File: src/hdl/bps_defs.vh
// Operation
// - After enabling the isolated 12V supply, wait 500 ms before first enable.
// - First enable stands at least 20 ms before the sequence ramp starts.
// - Allow the sequence ramp 5 to 9 ms to bring the rails up.
// - Wait at least 10 ms after ramp completion before the second enable.
// - Hold startup reset until all supplies are good for 100 ms.
// - Dropping the 12V enable starts the ramp falling at once.
// - Supplies ramp down while the isolated 12V stays above threshold.
// - First enable drops only once the isolated 12V falls below threshold.
// - Second enable drops together with the 12V supply enable.
`ifndef BPS_DEFS_VH
`define BPS_DEFS_VH
`define BPS_CLK_KHZ 50000
`define BPS_T_SETTLE_MS 500
`define BPS_T_FIRST_MS 20
`define BPS_T_RAMP_MAX_MS 9
`define BPS_T_SECOND_MS 10
`define BPS_T_GOOD_MS 100
`define BPS_CNT_W 26
`define BPS_CNT_ZERO 26'h000_0000
`define BPS_CNT_ONE 26'h000_0001
`define BPS_ST_OFF 3'h0
`define BPS_ST_SETTLE 3'h1
`define BPS_ST_FIRST 3'h2
`define BPS_ST_RAMP 3'h3
`define BPS_ST_WAIT2 3'h4
`define BPS_ST_ON 3'h5
`define BPS_ST_DOWN 3'h6
`endif

File: src/hdl/bps_sequencer.v
`timescale 1ns/1ps
`include "bps_defs.vh"
module bps_sequencer #(
  parameter [25:0] SETTLE_CYC = `BPS_T_SETTLE_MS * `BPS_CLK_KHZ,
  parameter [25:0] FIRST_CYC = `BPS_T_FIRST_MS * `BPS_CLK_KHZ,
  parameter [25:0] RAMP_CYC = `BPS_T_RAMP_MAX_MS * `BPS_CLK_KHZ,
  parameter [25:0] SECOND_CYC = `BPS_T_SECOND_MS * `BPS_CLK_KHZ,
  parameter [25:0] GOOD_CYC = `BPS_T_GOOD_MS * `BPS_CLK_KHZ
) (
  input wire CLOCK,
  input wire ARST_N,
  input wire POWER_ON_REQ,
  input wire ISO12_ABOVE_THRESHOLD,
  input wire FPGA_RAILS_GOOD,
  input wire ALL_SUPPLIES_GOOD,
  output reg ISO12_ENABLE,
  output reg FIRST_ENABLE,
  output reg RAMP_START,
  output reg SWITCH_CORE_RAIL_ENABLE,
  output reg STARTUP_RESET_N,
  output reg RAMP_TIMEOUT
);
  // ------------------------------------------------------------
  // Input synchronisers
  // ------------------------------------------------------------
  wire req_s;
  wire thr_s;
  wire fgood_s;
  wire agood_s;
  bps_sync u_req (.clk(CLOCK), .arst_n(ARST_N), .d(POWER_ON_REQ), .q(req_s));
  bps_sync u_thr (.clk(CLOCK), .arst_n(ARST_N), .d(ISO12_ABOVE_THRESHOLD), .q(thr_s));
  bps_sync u_fgd (.clk(CLOCK), .arst_n(ARST_N), .d(FPGA_RAILS_GOOD), .q(fgood_s));
  bps_sync u_agd (.clk(CLOCK), .arst_n(ARST_N), .d(ALL_SUPPLIES_GOOD), .q(agood_s));

  // ------------------------------------------------------------
  // Sequence state machine
  // ------------------------------------------------------------
  // State codes come from the shared header so every file agrees on them.
  localparam [2:0] ST_OFF = `BPS_ST_OFF;
  localparam [2:0] ST_SETTLE = `BPS_ST_SETTLE;
  localparam [2:0] ST_FIRST = `BPS_ST_FIRST;
  localparam [2:0] ST_RAMP = `BPS_ST_RAMP;
  localparam [2:0] ST_WAIT2 = `BPS_ST_WAIT2;
  localparam [2:0] ST_ON = `BPS_ST_ON;
  localparam [2:0] ST_DOWN = `BPS_ST_DOWN;

  reg [2:0] state;
  reg [`BPS_CNT_W-1:0] cnt;
  reg [`BPS_CNT_W-1:0] good_cnt;
  reg [2:0] next_state;
  reg [`BPS_CNT_W-1:0] next_cnt;
  reg next_iso;
  reg next_first;
  reg next_ramp;
  reg next_sw;
  wire [`BPS_CNT_W-1:0] cnt_inc;
  wire [`BPS_CNT_W-1:0] good_inc;
  wire withdraw;
  wire ramp_late;
  wire good_hold;

  assign cnt_inc = cnt + `BPS_CNT_ONE;
  assign good_inc = good_cnt + `BPS_CNT_ONE;
  // A withdrawn request overrides every step of the power-up walk.
  assign withdraw = !req_s && (state != ST_OFF) && (state != ST_DOWN);
  // The timer stops at the limit instead of wrapping into a false early pass.
  assign ramp_late = (state == ST_RAMP) && !fgood_s && (cnt_inc >= RAMP_CYC);
  assign good_hold = agood_s && req_s && (state == ST_ON);

  // ------------------------------------------------------------
  // Next state
  // ------------------------------------------------------------
  always @* begin
    next_state = state;
    next_cnt = cnt;
    next_iso = ISO12_ENABLE;
    next_first = FIRST_ENABLE;
    next_ramp = RAMP_START;
    next_sw = SWITCH_CORE_RAIL_ENABLE;
    if (withdraw) begin
      next_state = ST_DOWN;
      next_iso = 1'b0;
      next_ramp = 1'b0;
      next_sw = 1'b0;
      next_cnt = `BPS_CNT_ZERO;
    end else begin
      case (state)
        ST_OFF: begin
          next_cnt = `BPS_CNT_ZERO;
          if (req_s) begin
            next_iso = 1'b1;
            next_state = ST_SETTLE;
          end
        end
        ST_SETTLE: begin
          if (cnt_inc >= SETTLE_CYC) begin
            next_first = 1'b1;
            next_cnt = `BPS_CNT_ZERO;
            next_state = ST_FIRST;
          end else begin
            next_cnt = cnt_inc;
          end
        end
        ST_FIRST: begin
          if (cnt_inc >= FIRST_CYC) begin
            next_ramp = 1'b1;
            next_cnt = `BPS_CNT_ZERO;
            next_state = ST_RAMP;
          end else begin
            next_cnt = cnt_inc;
          end
        end
        ST_RAMP: begin
          if (fgood_s) begin
            next_cnt = `BPS_CNT_ZERO;
            next_state = ST_WAIT2;
          end else if (!ramp_late) begin
            next_cnt = cnt_inc;
          end
        end
        ST_WAIT2: begin
          // gap before second enable
          // A rail that dips restarts the gap, so the core never sees a half-up bus.
          if (!fgood_s) begin
            next_cnt = `BPS_CNT_ZERO;
          end else if (cnt_inc >= SECOND_CYC) begin
            next_sw = 1'b1;
            next_state = ST_ON;
          end else begin
            next_cnt = cnt_inc;
          end
        end
        ST_ON: begin
          next_cnt = `BPS_CNT_ZERO;
        end
        ST_DOWN: begin
          // first enable drops below threshold
          // A new request is refused here until the 12V bus has drained.
          if (!thr_s) begin
            next_first = 1'b0;
            next_state = ST_OFF;
          end
        end
        default: begin
          next_state = ST_OFF;
        end
      endcase
    end
  end

  // ------------------------------------------------------------
  // State registers
  // ------------------------------------------------------------
  // counter timebase, reset safe
  // Every enable clears on reset, so a board reset always cuts all rails.
  always @(posedge CLOCK or negedge ARST_N) begin
    if (!ARST_N) begin
      state <= ST_OFF;
      cnt <= `BPS_CNT_ZERO;
      ISO12_ENABLE <= 1'b0;
      FIRST_ENABLE <= 1'b0;
      RAMP_START <= 1'b0;
      SWITCH_CORE_RAIL_ENABLE <= 1'b0;
    end else begin
      state <= next_state;
      cnt <= next_cnt;
      ISO12_ENABLE <= next_iso;
      FIRST_ENABLE <= next_first;
      RAMP_START <= next_ramp;
      SWITCH_CORE_RAIL_ENABLE <= next_sw;
    end
  end

  // ------------------------------------------------------------
  // Ramp timeout flag
  // ------------------------------------------------------------
  // The flag only reports a slow ramp; the walk still waits for good rails,
  // since cutting power in mid-ramp would be worse than a late start.
  // slow ramp flag
  always @(posedge CLOCK or negedge ARST_N) begin
    if (!ARST_N) begin
      RAMP_TIMEOUT <= 1'b0;
    end else if (ramp_late) begin
      RAMP_TIMEOUT <= 1'b1;
    end else if (state == ST_OFF && req_s) begin
      RAMP_TIMEOUT <= 1'b0;
    end
  end

  // ------------------------------------------------------------
  // Startup reset
  // ------------------------------------------------------------
  // Good time restarts on any glitch so a marginal rail never releases reset.
  always @(posedge CLOCK or negedge ARST_N) begin
    if (!ARST_N) begin
      good_cnt <= `BPS_CNT_ZERO;
      STARTUP_RESET_N <= 1'b0;
    end else if (!good_hold) begin
      good_cnt <= `BPS_CNT_ZERO;
      STARTUP_RESET_N <= 1'b0;
    end else if (good_cnt >= GOOD_CYC) begin
      STARTUP_RESET_N <= 1'b1;
    end else begin
      good_cnt <= good_inc;
    end
  end
endmodule // bps_sequencer

File: src/hdl/bps_sync.v
`timescale 1ns/1ps
module bps_sync (
  input wire clk,
  input wire arst_n,
  input wire d,
  output reg q
);
  reg meta;
  always @(posedge clk or negedge arst_n) begin
    if (!arst_n) begin
      meta <= 1'b0;
      q <= 1'b0;
    end else begin
      meta <= d;
      q <= meta;
    end
  end
endmodule // bps_sync

File: config.mk
export PLATFORM = sky130hd
export DESIGN_NAME = bps_sequencer
export DESIGN_NICKNAME = d
export VERILOG_FILES = /design/src/hdl/bps_sequencer.v /design/src/hdl/bps_sync.v
export VERILOG_INCLUDE_DIRS = /design/src /design/src/hdl
export SDC_FILE = /design/constraint.sdc
export NUM_CORES = 1
export LEC_CHECK = 0
export BUFFER_PORTS_ARGS = -buffer_cell sky130_fd_sc_hd__buf_2
export CAP_MARGIN = 25
export CORE_ASPECT_RATIO = 1.2
export CORE_MARGIN = 5
export CORE_UTILIZATION = 65
export CTS_CLUSTER_SIZE = 10
export DETAILED_ROUTE_END_ITERATION = 8
export PLACE_DENSITY = 0.82
export SLEW_MARGIN = 15
export SYNTH_ARGS = -nofsm -noshare
export SYNTH_HDL_FRONTEND = slang
export SYNTH_SLANG_ARGS = --single-unit
File: constraint.sdc
create_clock -name CLOCK -period 4.9 [get_ports CLOCK]
set_input_delay 0.245 -clock CLOCK [delete_from_list [all_inputs] [get_ports CLOCK]]
set_output_delay 0.245 -clock CLOCK [all_outputs]
set_load 0.01 [all_outputs]
## Word-level counts from Yosys, hierarchy flattened

Index checks and enable logic that the tools add are counted.

- Muxes and demuxes: 36
- Reductions and logical operators: 28
- $add $sub $neg: 2
- Order comparisons: 5
- Divide/modulo/power cells: 0
- Bitwise logic cells: 1
- Multiply operators: 0
- Shifts and indexed selects: 0
- Equality and inequality tests: 21

Operators with widths:

| cell | number |
|---|---|
| 2-to-1 mux 26 bit | 9 |
| one-hot mux 26 bit (5 select lines) | 1 |
| adder 26 x 1 -> 26 bit (second input constant) | 2 |
| greater-or-equal comparator 26 x 19 -> 1 bit (second input constant) | 2 |
| greater-or-equal comparator 26 x 20 -> 1 bit (second input constant) | 1 |
| greater-or-equal comparator 26 x 23 -> 1 bit (second input constant) | 1 |
| greater-or-equal comparator 26 x 25 -> 1 bit (second input constant) | 1 |
| 2-to-1 mux 3 bit | 8 |
| one-hot mux 3 bit (7 select lines) | 1 |
| nonzero test 2 bit | 9 |
| 2-to-1 mux 1 bit | 16 |
| inequality test 3 bit (second input constant) | 5 |
| equality test 3 bit (second input constant) | 3 |
| inequality test 3 x 2 -> 1 bit (second input constant) | 3 |
| inequality test 2 bit (second input constant) | 4 |
| AND reduction 8 bit | 1 |
| logical AND 1 bit | 7 |
| equality test 3 x 2 -> 1 bit (second input constant) | 2 |
| AND reduction 3 bit | 2 |
| nonzero test 6 bit | 1 |
| inequality test 4 x 3 -> 1 bit (second input constant) | 1 |
| inequality test 4 bit (second input constant) | 1 |
| AND reduction 2 bit | 2 |
| AND reduction 4 bit | 1 |
| other kinds (8) | 9 |

- Bits in read-only memories: 0
- RAM bits: 0
- Output and inout bits: 6
- Latch bits: 0
- Memories kept: 0
- Logic and storage cells: 110
- Register bits after elaboration: 69
- Input bits: 6

## Logic depth before layout (Yosys ltp)

Gate-level depths: netlist of run 1.

- Depth after elaboration: 7
- Depth in mapped cells: 14
- Mapped depth without buffers: 10

## Hierarchy

From an unflattened synthesis of run 1, not the netlist that was laid out.

- Cells, all modules: 525
- Area, all modules: 4394.2 um2

Modules (own cells, without submodules):

| module | instances | sequential area each (um2) | area each (um2) | cells each |
|---|---|---|---|---|
| bps_sequencer | 1 | 1526.5 | 4194.0 | 517 |
| bps_sync | 4 | 50.0 | 50.0 | 2 |

## Worst setup path before layout of run 1

Ideal clock, no wire load.

- Path type: flip-flop to flip-flop
- From: register cnt[0]
- To: register cnt[7]
- Period minus slack after synthesis: 3.346 ns
- Stages on the path, launching flop included: 14
- Setup slack: 1.554 ns
- Data required time: 4.834 ns
- Path buffers: 4
- Setup time: 0.066 ns
- Arrival: 3.280 ns
- Cells stage by stage: dfrtp_1 > ha_1 > buf_2 > and3_1 > buf_2 > nand3_1 > o311ai_0 > or4b_2 > a211o_1 > a211oi_2 > and3_1 > buf_4 > buf_6 > a221o_1

- Longest elaborated chain between the ends: 5
- Elaborated cells on any way between the ends: 17
- Those cells by class: add/sub: 1; order compare: 4; eq/ne: 2; mux: 8; reduce/logical: 2

Ends and longest elaborated chain:

| what | RTL line | text |
|---|---|---|
| start, declared | bps_sequencer.v:48 | `` reg [`BPS_CNT_W-1:0] cnt; `` |
| start signal, assigned | bps_sequencer.v:159 | `` cnt <= `BPS_CNT_ZERO; `` |
| start signal, assigned | bps_sequencer.v:166 | `cnt <= next_cnt;` |
| adder 26 x 1 -> 26 bit (no source line) (*) | -- |  |
| greater-or-equal comparator 26 x 20 -> 1 bit (tied with other cells) | bps_sequencer.v:105 | `if (cnt_inc >= FIRST_CYC) begin` |
| 2-to-1 mux 26 bit (tied with other cells) | bps_sequencer.v:105 |  |
| one-hot mux 26 bit (5 select lines) / inequality test 4 x 3 -> 1 bit (equally long branches) | -- |  |
| 2-to-1 mux 26 bit / AND reduction 3 bit (equally long branches) | -- |  |

Mark *: on every way between the ends. The rest lies on a longest branch, timed or not. The select of a mux whose other input is x is not followed.
A chain may end at the register's enable or synchronous reset.

## Worst setup path after layout of run 1

- From: register cnt[0]
- To: register cnt[5]

Same word-level chain as after synthesis.

==> impl_metrics.json, run 1 <==
{
  "ys_seq_elements": 69,
  "synth_xor_area_share_pct": 4.53,
  "critPathLaunch": "cnt[0]",
  "mostFrequentLayoutCells": "dfrtp_1 (69), nor2_1 (54), nand2_1 (37)",
  "synthTopCellsByArea": "dfrtp_1 (37%), nor2_1 (4.4%), nand4_1 (3.4%)",
  "seq_area_mm2": 0.00173,
  "grt_pass1_wl_um": 20200,
  "rows": 33,
  "critPathCaptureType": "register",
  "synthDominantCellAreaShare_pct": 37.2,
  "avgSynthCellArea_um2": 8.43,
  "synth_mux_area_share_pct": 0.458,
  "synth_nets": 561,
  "setup_ws_ns": 0.785,
  "synth-simple-area-share_pct": 28.2,
  "post-route-util_pct": 71.1,
  "n_antenna_cell": 0,
  "max_slew_margin_pct": 41.5,
  "synth_compound_area_share_pct": 22.1,
  "fillers": 501,
  "yosysUniqueCellTypes": 72,
  "die_y_um": 103,
  "pwr_density_cell_mw_per_mm2": 328,
  "cp.arrival_ns": 4.40,
  "antenna_found_initial": 0,
  "fmax_ghz": 0.243,
  "cts_made_buffers": 9,
  "timing.final.crit_period_ns": 4.11,
  "grt_max_degree": 70,
  "htree_num_levels": 3,
  "die_width_um": 87.2,
  "grt_pass1_vias": 4194,
  "totalWireLength_um": 12200,
  "place.gp.congestion": 1.03,
  "hold_path_class": "in -> reg",
  "hpwl_um": 8230,
  "grt-ovfl-total": 0,
  "crit_fanout": 17,
  "cts_hold_buf": 3,
  "cap_violations": 0,
  "max-clock-path-buffers": 2,
  "ant_nets": 0,
  "hold_viol_final": 0,
  "synth-async-reset-ratio_pct": 100,
  "tightest_slew_ns": 0.878,
  "start_util_pct": 67.4,
  "cts_setup_buffers": 0,
  "drt_iter0_drc": 396,
  "area_growth_pct": 5.63,
  "io_buffers": 11,
  "finalMaxSlewViolations": 0,
  "num_io_pins": 12,
  "routedWlPerCell_um": 19.3,
  "leakage_nw": 1.93,
  "startpoint_type": "register",
  "cp.required_ns": 5.19,
  "synth_edf_count": 0,
  "nNetsFinal": 550,
  "synthAdderAreaFrac_pct": 1.08,
  "synth_top_family_by_area": "simple AND/OR/NAND/NOR gates",
  "ys_warn_count": 0,
  "core_area_mm2": 0.00690,
  "ys_seq_area_share_pct": 37.2,
  "vias_per_cell": 7.07,
  "setup_violations": 0,
  "insertion_delay_ns": 0.36,
  "yosysTopAreaCell": "dfrtp_1",
  "cts.sinks": 69,
  "rsz0062_at_grt": "no",
  "drc": 0,
  "tritoncts": "built",
  "layout-drive-gt1-share_pct": 8.46,
  "reg_top3": "cnt (26), good_cnt (26), state (3)",
  "synthFlopType": "dfrtp_1",
  "fin_worst_skew_ns": 0.0176,
  "timing.setup.tns_ns": 0,
  "peakVddDrop_mv": 0.264,
  "grt_usage_pct": 28.7,
  "clk_pin_slew_ns": 0.08,
  "dp_slack_ns": 0.912,
  "postSynthCellCount": 551,
  "multi_input_area_mm2": 0.00262,
  "die_area_mm2": 0.00894,
  "num_vias": 4461,
  "path_class": "reg -> reg",
  "mostFrequentLayoutCell": "dfrtp_1",
  "synth.cell_area_mm2": 0.00464,
  "outcome": "complete, no violations",
  "clock-root-buffer": "clkbuf_8",
  "r2r-start": "cnt[0]",
  "fin_crit_sh_pct": 84.0,
  "dr.pass1.iters": 7,
  "min_from": "ALL_SUPPLIES_GOOD",
  "cts-resized-gates": 0
}
worst max-delay path, cell delays in order (launching register included):
cell	delay (ns)
dfrtp_1	0.46
ha_1	0.46
nand3_1	0.32
nor3_1	0.34
nand4_1	0.12
o311ai_0	0.15
or4b_2	0.64
a211o_1	0.37
a211oi_2	0.23
and3_1	0.68
a221o_1	0.28
path summary, 6_finish.rpt:
path                           endpoint  slack, ns  cells after the start
max in group asynchronous  good_cnt[14]       4.23                      2
min in group asynchronous       cnt[12]       0.06                      2
max reg2reg                      cnt[5]       0.79                     10
min                          u_agd.meta      0.003                      1
min reg2reg                     u_agd.q       0.35                      0
max                              cnt[5]       0.79                     10
cell usage after synthesis (7+ instances only):
master and instances:
a211oi_1 12, a21oi_1 27, a221o_1 8, and2_1 8, and3_1 16, buf_2 9, clkbuf_1 26, dfrtp_1 69
inv_1 24, nand2_1 37, nand3_1 28, nand4_1 25, nor2_1 54, nor3_1 20, nor4_1 13, o21ai_0 21
o22ai_1 7, o2bb2ai_1 8, or3_1 10, xnor2_1 17, xor2_1 7
area by class of cell:
cell class | count | area share (%)
Multi-Input combinational cell | 414 | 53.4
Inverter | 24 | 1.84
Tap cell | 87 | 2.22
Clock buffer | 9 | 2.52
Sequential cell | 69 | 35.2
Clock inverter | 6 | 1.81
Timing Repair Buffer | 22 | 3.03
stage by stage:
| stage | cell area (µm²) | std cells | hold slack (ns) | total power [mW] |
|---|---|---|---|---|
| after CTS | 4910 | 631 | 0.00106 | 1.60 |
| after global placement | 4650 | 612 | 0.333 | 1.08 |
| after detailed placement | 4660 | 613 | 0.339 | 1.09 |
| after global routing | 4910 | 631 | 0.00441 | 1.69 |
| final | 4910 | 631 | 0.00302 | 1.61 |
| after floorplan | 4640 | 551 | -0.0506 | 0.998 |
power breakdown:
part / switching, mW / internal (mW)
clock: 0.233 / 0.284
combinational: 0.284 / 0.137
sequential: 0.0755 / 0.597
cell families (layout without fill, tap and decap cells):
kind of cell / Yosys count / count (layout)
AO/OA/AOI/OAI: 143 / 143
XOR/XNOR: 24 / 24
adder cells (fa/ha/maj): 4 / 4
buffers and inverters: 68 / 61
flip-flops: 69 / 69
multiplexers: 2 / 2
AND/OR/NAND/NOR: 241 / 241
metal layers:
layer	global-route usage (%)	part of all wire, %	wire [µm]
met1	35.4	39	4800
met3	4.32	6.8	833
met5	0	0	0
met4	14.2	4.3	517
met2	48.9	49	6010
No activity file was read; power rests on OpenSTA's default activity.
==> inputs of run 2 (changes only) <==
Settings changed: CORE_UTILIZATION 65 to 63, PLACE_DENSITY 0.82 to 0.8.
Clock period 4.9 ns to 4.25 ns, I/O delays scaled along.
==> run 2 against run 1 <==
Non-clock buffer count is 8 higher. Global-route usage shrank 0.39 points. Via count shrank 1.2%. Sequential power grew 15%. Flip-flop and latch count is the same. Combinational power is 25% higher. Final cell count is 1.9% higher. Die area up 2.8%. Largest cell class unchanged. Highest routed layer unchanged.
==> impl_metrics.json, run 2 (same netlist as run 1, synthesis figures left out) <==
{
  "outcome": "complete, no violations",
  "setup_ws_ns": 0.367,
  "hpwl_um": 8720,
  "grt_max_degree": 43,
  "critPathCaptureType": "register",
  "dpl_cell_area_mm2": 0.00471,
  "path_class": "reg -> reg",
  "fin_cells": 643,
  "routedWlPerCell_um": 19.3,
  "timing.final.crit_period_ns": 3.88,
  "rsz0062_at_grt": "no",
  "fin_hold_ws_ns": 0.351,
  "dr.pass1.iters": 6,
  "layout-drive-gt1-share_pct": 9.58,
  "pwr_density_cell_mw_per_mm2": 395,
  "mostFrequentLayoutCells": "dfrtp_1 (69), nor2_1 (54), nand2_1 (37)",
  "fmax_ghz": 0.258,
  "p_total_mw": 1.98,
  "max-clock-path-buffers": 2,
  "ant_nets": 0,
  "mostFrequentLayoutCell": "dfrtp_1",
  "final_area_mm2": 0.00501,
  "fin_worst_skew_ns": 0.00984,
  "cts_setup_buffers": 0,
  "cts_made_buffers": 9,
  "die_width_um": 88.4,
  "die_y_um": 104,
  "peakVddDrop_mv": 0.282,
  "num_io_pins": 12,
  "area_growth_pct": 7.84,
  "cp.arrival_ns": 4.12,
  "rows": 34,
  "tritoncts": "built",
  "fin_crit_sh_pct": 91.4,
  "crit_slowest_cell": "dfrtp_1",
  "cts-resized-gates": 0,
  "antenna_found_initial": 0,
  "clk_pin_slew_ns": 0.08,
  "setup_violations": 0,
  "worstPathCellList": "nand4_4 > or4_1 > a2111o_1 > a211oi_2 > and4b_1 > a21oi_1 > a21oi_2 > nand2_1 > buf_4 > a221o_1",
  "num_vias": 4408,
  "max_stage_delay_ns": 0.74,
  "n_antenna_cell": 0,
  "crit_fanout": 19,
  "hold_viol_final": 0,
  "hold_path_class": "reg -> reg",
  "place.gp.congestion": 1.05,
  "drt_iter0_drc": 338,
  "insertion_delay_ns": 0.36,
  "htree_num_levels": 3,
  "grt_pass1_vias": 4162,
  "post-route-util_pct": 69.3,
  "timing.setup.tns_ns": 0,
  "finalMaxSlewViolations": 0,
  "io_buffers": 11,
  "leakage_nw": 1.99,
  "cp.required_ns": 4.49,
  "grt_pass1_wl_um": 20700,
  "grt-ovfl-total": 0,
  "core_area_mm2": 0.00723,
  "start_util_pct": 64.2,
  "reg_top3": "cnt (26), good_cnt (26), state (3)",
  "tightest_slew_ns": 0.679,
  "dp_cells": 622,
  "grt_usage_pct": 28.3,
  "cap_violations": 0,
  "vias_per_cell": 6.86,
  "startpoint_type": "register",
  "totalWireLength_um": 12400,
  "cpLargestDelayFamily": "simple AND/OR/NAND/NOR gates",
  "dp_slack_ns": 0.466,
  "crit_buf_inv": 1,
  "nNetsFinal": 558,
  "clock-root-buffer": "clkbuf_8",
  "cts.sinks": 69,
  "max_slew_margin_pct": 54.6,
  "die_area_mm2": 0.00920,
  "drc": 0
}
## run 2: changes by cell type in the layout (fill, tap and decap cells not counted)
cell,change
clkbuf_8,+1
clkinv_4,-1
buf_4,+6
dlygate4sd3_1,+2
inv_6,+1
clkinvlp_4,-2
clkinv_2,+1
bufinv_16,+1
## run 2: routing by layer
metal / wire length [µm] / share of wire [%] / global-route usage (%)
met1: 4790 / 39 / 35.8
met2: 6170 / 50 / 45.2
met3: 864 / 7.0 / 5.23
met4: 552 / 4.5 / 14.6
met5: 0 / 0 / 0
## run 2: path summary, 6_finish.rpt
path,slack [ns],cells past startpoint,from,to
worst max-delay path,0.37,10,cnt[7],cnt[8]
worst min-delay path,0.35,0,u_agd.meta,u_agd.q
worst max register to register,0.37,10,cnt[7],cnt[8]
worst min register to register,0.35,0,u_agd.meta,u_agd.q
max in group asynchronous,2.87,3,ARST_N,good_cnt[8]
min in group asynchronous,0.42,2,ARST_N,cnt[6]
## run 2: final cells by class
type	instances	area, µm²
multi-input combinational	414	2620
fill	574	2220
sequential	69	1730
timing repair buffer	30	214
clock buffer	10	138
tap	90	113
clock inverter	6	109
inverter	24	90.1
## run 2: what timing repair did
item,in CTS,in global routing
setup endpoints to repair,0,0
hold endpoints to repair,31,0
hold buffers,5,0
## run 2: worst reg2reg max path, stage by stage (launching register included)
cell,delay (ns)
dfrtp_1,0.74
nand4_4,0.28
or4_1,0.71
a2111o_1,0.40
a211oi_2,0.25
and4b_1,0.31
a21oi_1,0.15
a21oi_2,0.25
nand2_1,0.12
buf_4,0.20
a221o_1,0.36
## run 2: power breakdown
| group | internal (mW) | switching [mW] | total (mW) |
|---|---|---|---|
| registers | 0.689 | 0.0840 | 0.773 |
| clock network | 0.406 | 0.274 | 0.680 |
| logic | 0.196 | 0.330 | 0.527 |
| total | 1.29 | 0.688 | 1.98 |
==> inputs of run 3 (changes only) <==
Settings changed: CORE_UTILIZATION 63 to 55, PLACE_DENSITY 0.8 to 0.72.
==> run 3 against run 2 <==
Non-clock buffer count up 5. Highest routed layer unchanged. Sequential power is essentially flat. Largest cell class unchanged. Largest power group unchanged. Via count decreased by 0.66%. Critical path type unchanged. Clock power is 0.9% lower. Fmax fell by 0.80%.
==> impl_metrics.json, run 3 (same netlist as run 1, synthesis figures left out) <==
{
  "outcome": "complete, no violations",
  "tritoncts": "built",
  "final_area_mm2": 0.00511,
  "cts_setup_buffers": 0,
  "totalWireLength_um": 12900,
  "clk_pin_slew_ns": 0.09,
  "fmax_ghz": 0.255,
  "vias_per_cell": 6.53,
  "tightest_slew_ns": 0.622,
  "hpwl_um": 8920,
  "die_width_um": 93.9,
  "grt_max_degree": 46,
  "multi_input_area_mm2": 0.00262,
  "cts.sinks": 69,
  "seq_area_mm2": 0.00173,
  "grt-ovfl-total": 0,
  "leakage_nw": 2.03,
  "max_slew_margin_pct": 58.2,
  "clock-root-buffer": "clkbuf_8",
  "n_antenna_cell": 0,
  "grt_usage_pct": 26.0,
  "fillers": 730,
  "cts_made_buffers": 9,
  "htree_num_levels": 3,
  "cp.arrival_ns": 4.15,
  "reg2reg_depth": 12,
  "place.gp.congestion": 0.964,
  "peakVddDrop_mv": 0.315,
  "mostFrequentLayoutCells": "dfrtp_1 (69), nor2_1 (54), nand2_1 (37)",
  "num_io_pins": 12,
  "die_area_mm2": 0.0104,
  "fin_worst_skew_ns": 0.0169,
  "reg_top3": "cnt (26), good_cnt (26), state (3)",
  "ant_nets": 0,
  "grt_pass1_vias": 4291,
  "critPathCaptureType": "register",
  "crit_fanout": 14,
  "grt_pass1_wl_um": 21700,
  "core_area_mm2": 0.00820,
  "dr.pass1.iters": 5,
  "antenna_found_initial": 0,
  "regToRegSetupSlack_ns": 0.34,
  "layout-drive-gt1-share_pct": 10.2,
  "die_y_um": 111,
  "pwr_density_cell_mw_per_mm2": 391,
  "drc": 0,
  "timing.final.crit_period_ns": 3.91,
  "insertion_delay_ns": 0.36,
  "path_class": "reg -> reg",
  "hold_path_class": "reg -> reg",
  "rows": 36,
  "nNetsFinal": 563,
  "dpl_cell_area_mm2": 0.00478,
  "finalMaxSlewViolations": 0,
  "cp.required_ns": 4.49,
  "start_util_pct": 56.7,
  "mostFrequentLayoutCell": "dfrtp_1",
  "routedWlPerCell_um": 19.2,
  "drt_iter0_drc": 421,
  "setup_violations": 0,
  "startpoint_type": "register",
  "rsz0062_at_grt": "no",
  "whs_path_depth": 0,
  "area_growth_pct": 9.99,
  "io_buffers": 11,
  "hold_viol_final": 0,
  "timing.setup.tns_ns": 0,
  "cap_violations": 0,
  "num_vias": 4379,
  "fin_crit_sh_pct": 92.1,
  "max-clock-path-buffers": 2
}
## run 3: cell count changes in the layout (fill, tap and decap cells not counted)
cell	before	now
inv_6	1	0
buf_16	0	1
clkbuf_8	10	11
buf_12	0	1
clkinv_2	2	1
buf_4	13	16
## run 3: area by class of cell
type	instances	area share, %
flip-flops and latches	69	33.8
repair buffers	35	5.56
inverters	24	1.76
clock buffers	11	2.96
clock inverters	4	1.86
multi-input cells	414	51.3
well taps	114	2.79
## run 3: through the flow
stage / power, mW / setup slack, ns / hold slack (ns) / std cells / utilization [%]
2_1_floorplan: 1.15 / 0.904 / -0.0831 / 551 / -
3_3_place_gp: 1.30 / 0.487 / 0.322 / 649 / 58.2
3_5_place_dp: 1.31 / 0.430 / 0.322 / 650 / 58.4
4_1_cts: 1.99 / 0.405 / 0.0508 / 669 / 61.9
5_1_grt: 2.10 / 0.0533 / 0.373 / 671 / 62.3
6_report: 2.00 / 0.336 / 0.339 / 671 / 62.3
## run 3: worst paths after layout
check	end	start
worst min register to register	u_agd.q	u_agd.meta
max in group asynchronous	good_cnt[23]	ARST_N
worst min-delay path	u_agd.q	u_agd.meta
min in group asynchronous	cnt[10]	ARST_N
worst max register to register	cnt[8]	cnt[0]
worst max-delay path	cnt[8]	cnt[0]
## run 3: per-layer routing
layer | wire (µm) | vias up | track usage, % | share of wire (%)
met4 | 573 | 0 | 13.5 | 4.5
met3 | 728 | 50 | 4.82 | 5.7
li1 | - | 2069 | - | -
met5 | 0 | - | 0 | 0
met2 | 6190 | 172 | 41.0 | 48
met1 | 5380 | 2088 | 33.6 | 42
## run 3: power by group
| group | leakage [nW] | internal [mW] | switching, mW | total [mW] |
|---|---|---|---|---|
| combinational | 0.967 | 0.210 | 0.337 | 0.548 |
| sequential | 0.936 | 0.689 | 0.0862 | 0.775 |
| clock | 0.125 | 0.418 | 0.256 | 0.674 |
## run 3: repair_timing
action	CTS	global route
gates resized for setup	0	0
endpoints found under the hold margin	4	19
hold buffers	4	1
## run 3: critical path, cell delays in order (launching register included)
cell      delay, ns
dfrtp_1        0.45
ha_1           0.40
nand3_1        0.28
nor4_1         0.39
xor2_1         0.39
a21oi_1        0.12
o21bai_1       0.18
o31ai_1        0.53
nand3_1        0.19
buf_4          0.19
and3_1         0.20
buf_12         0.17
a221o_1        0.29
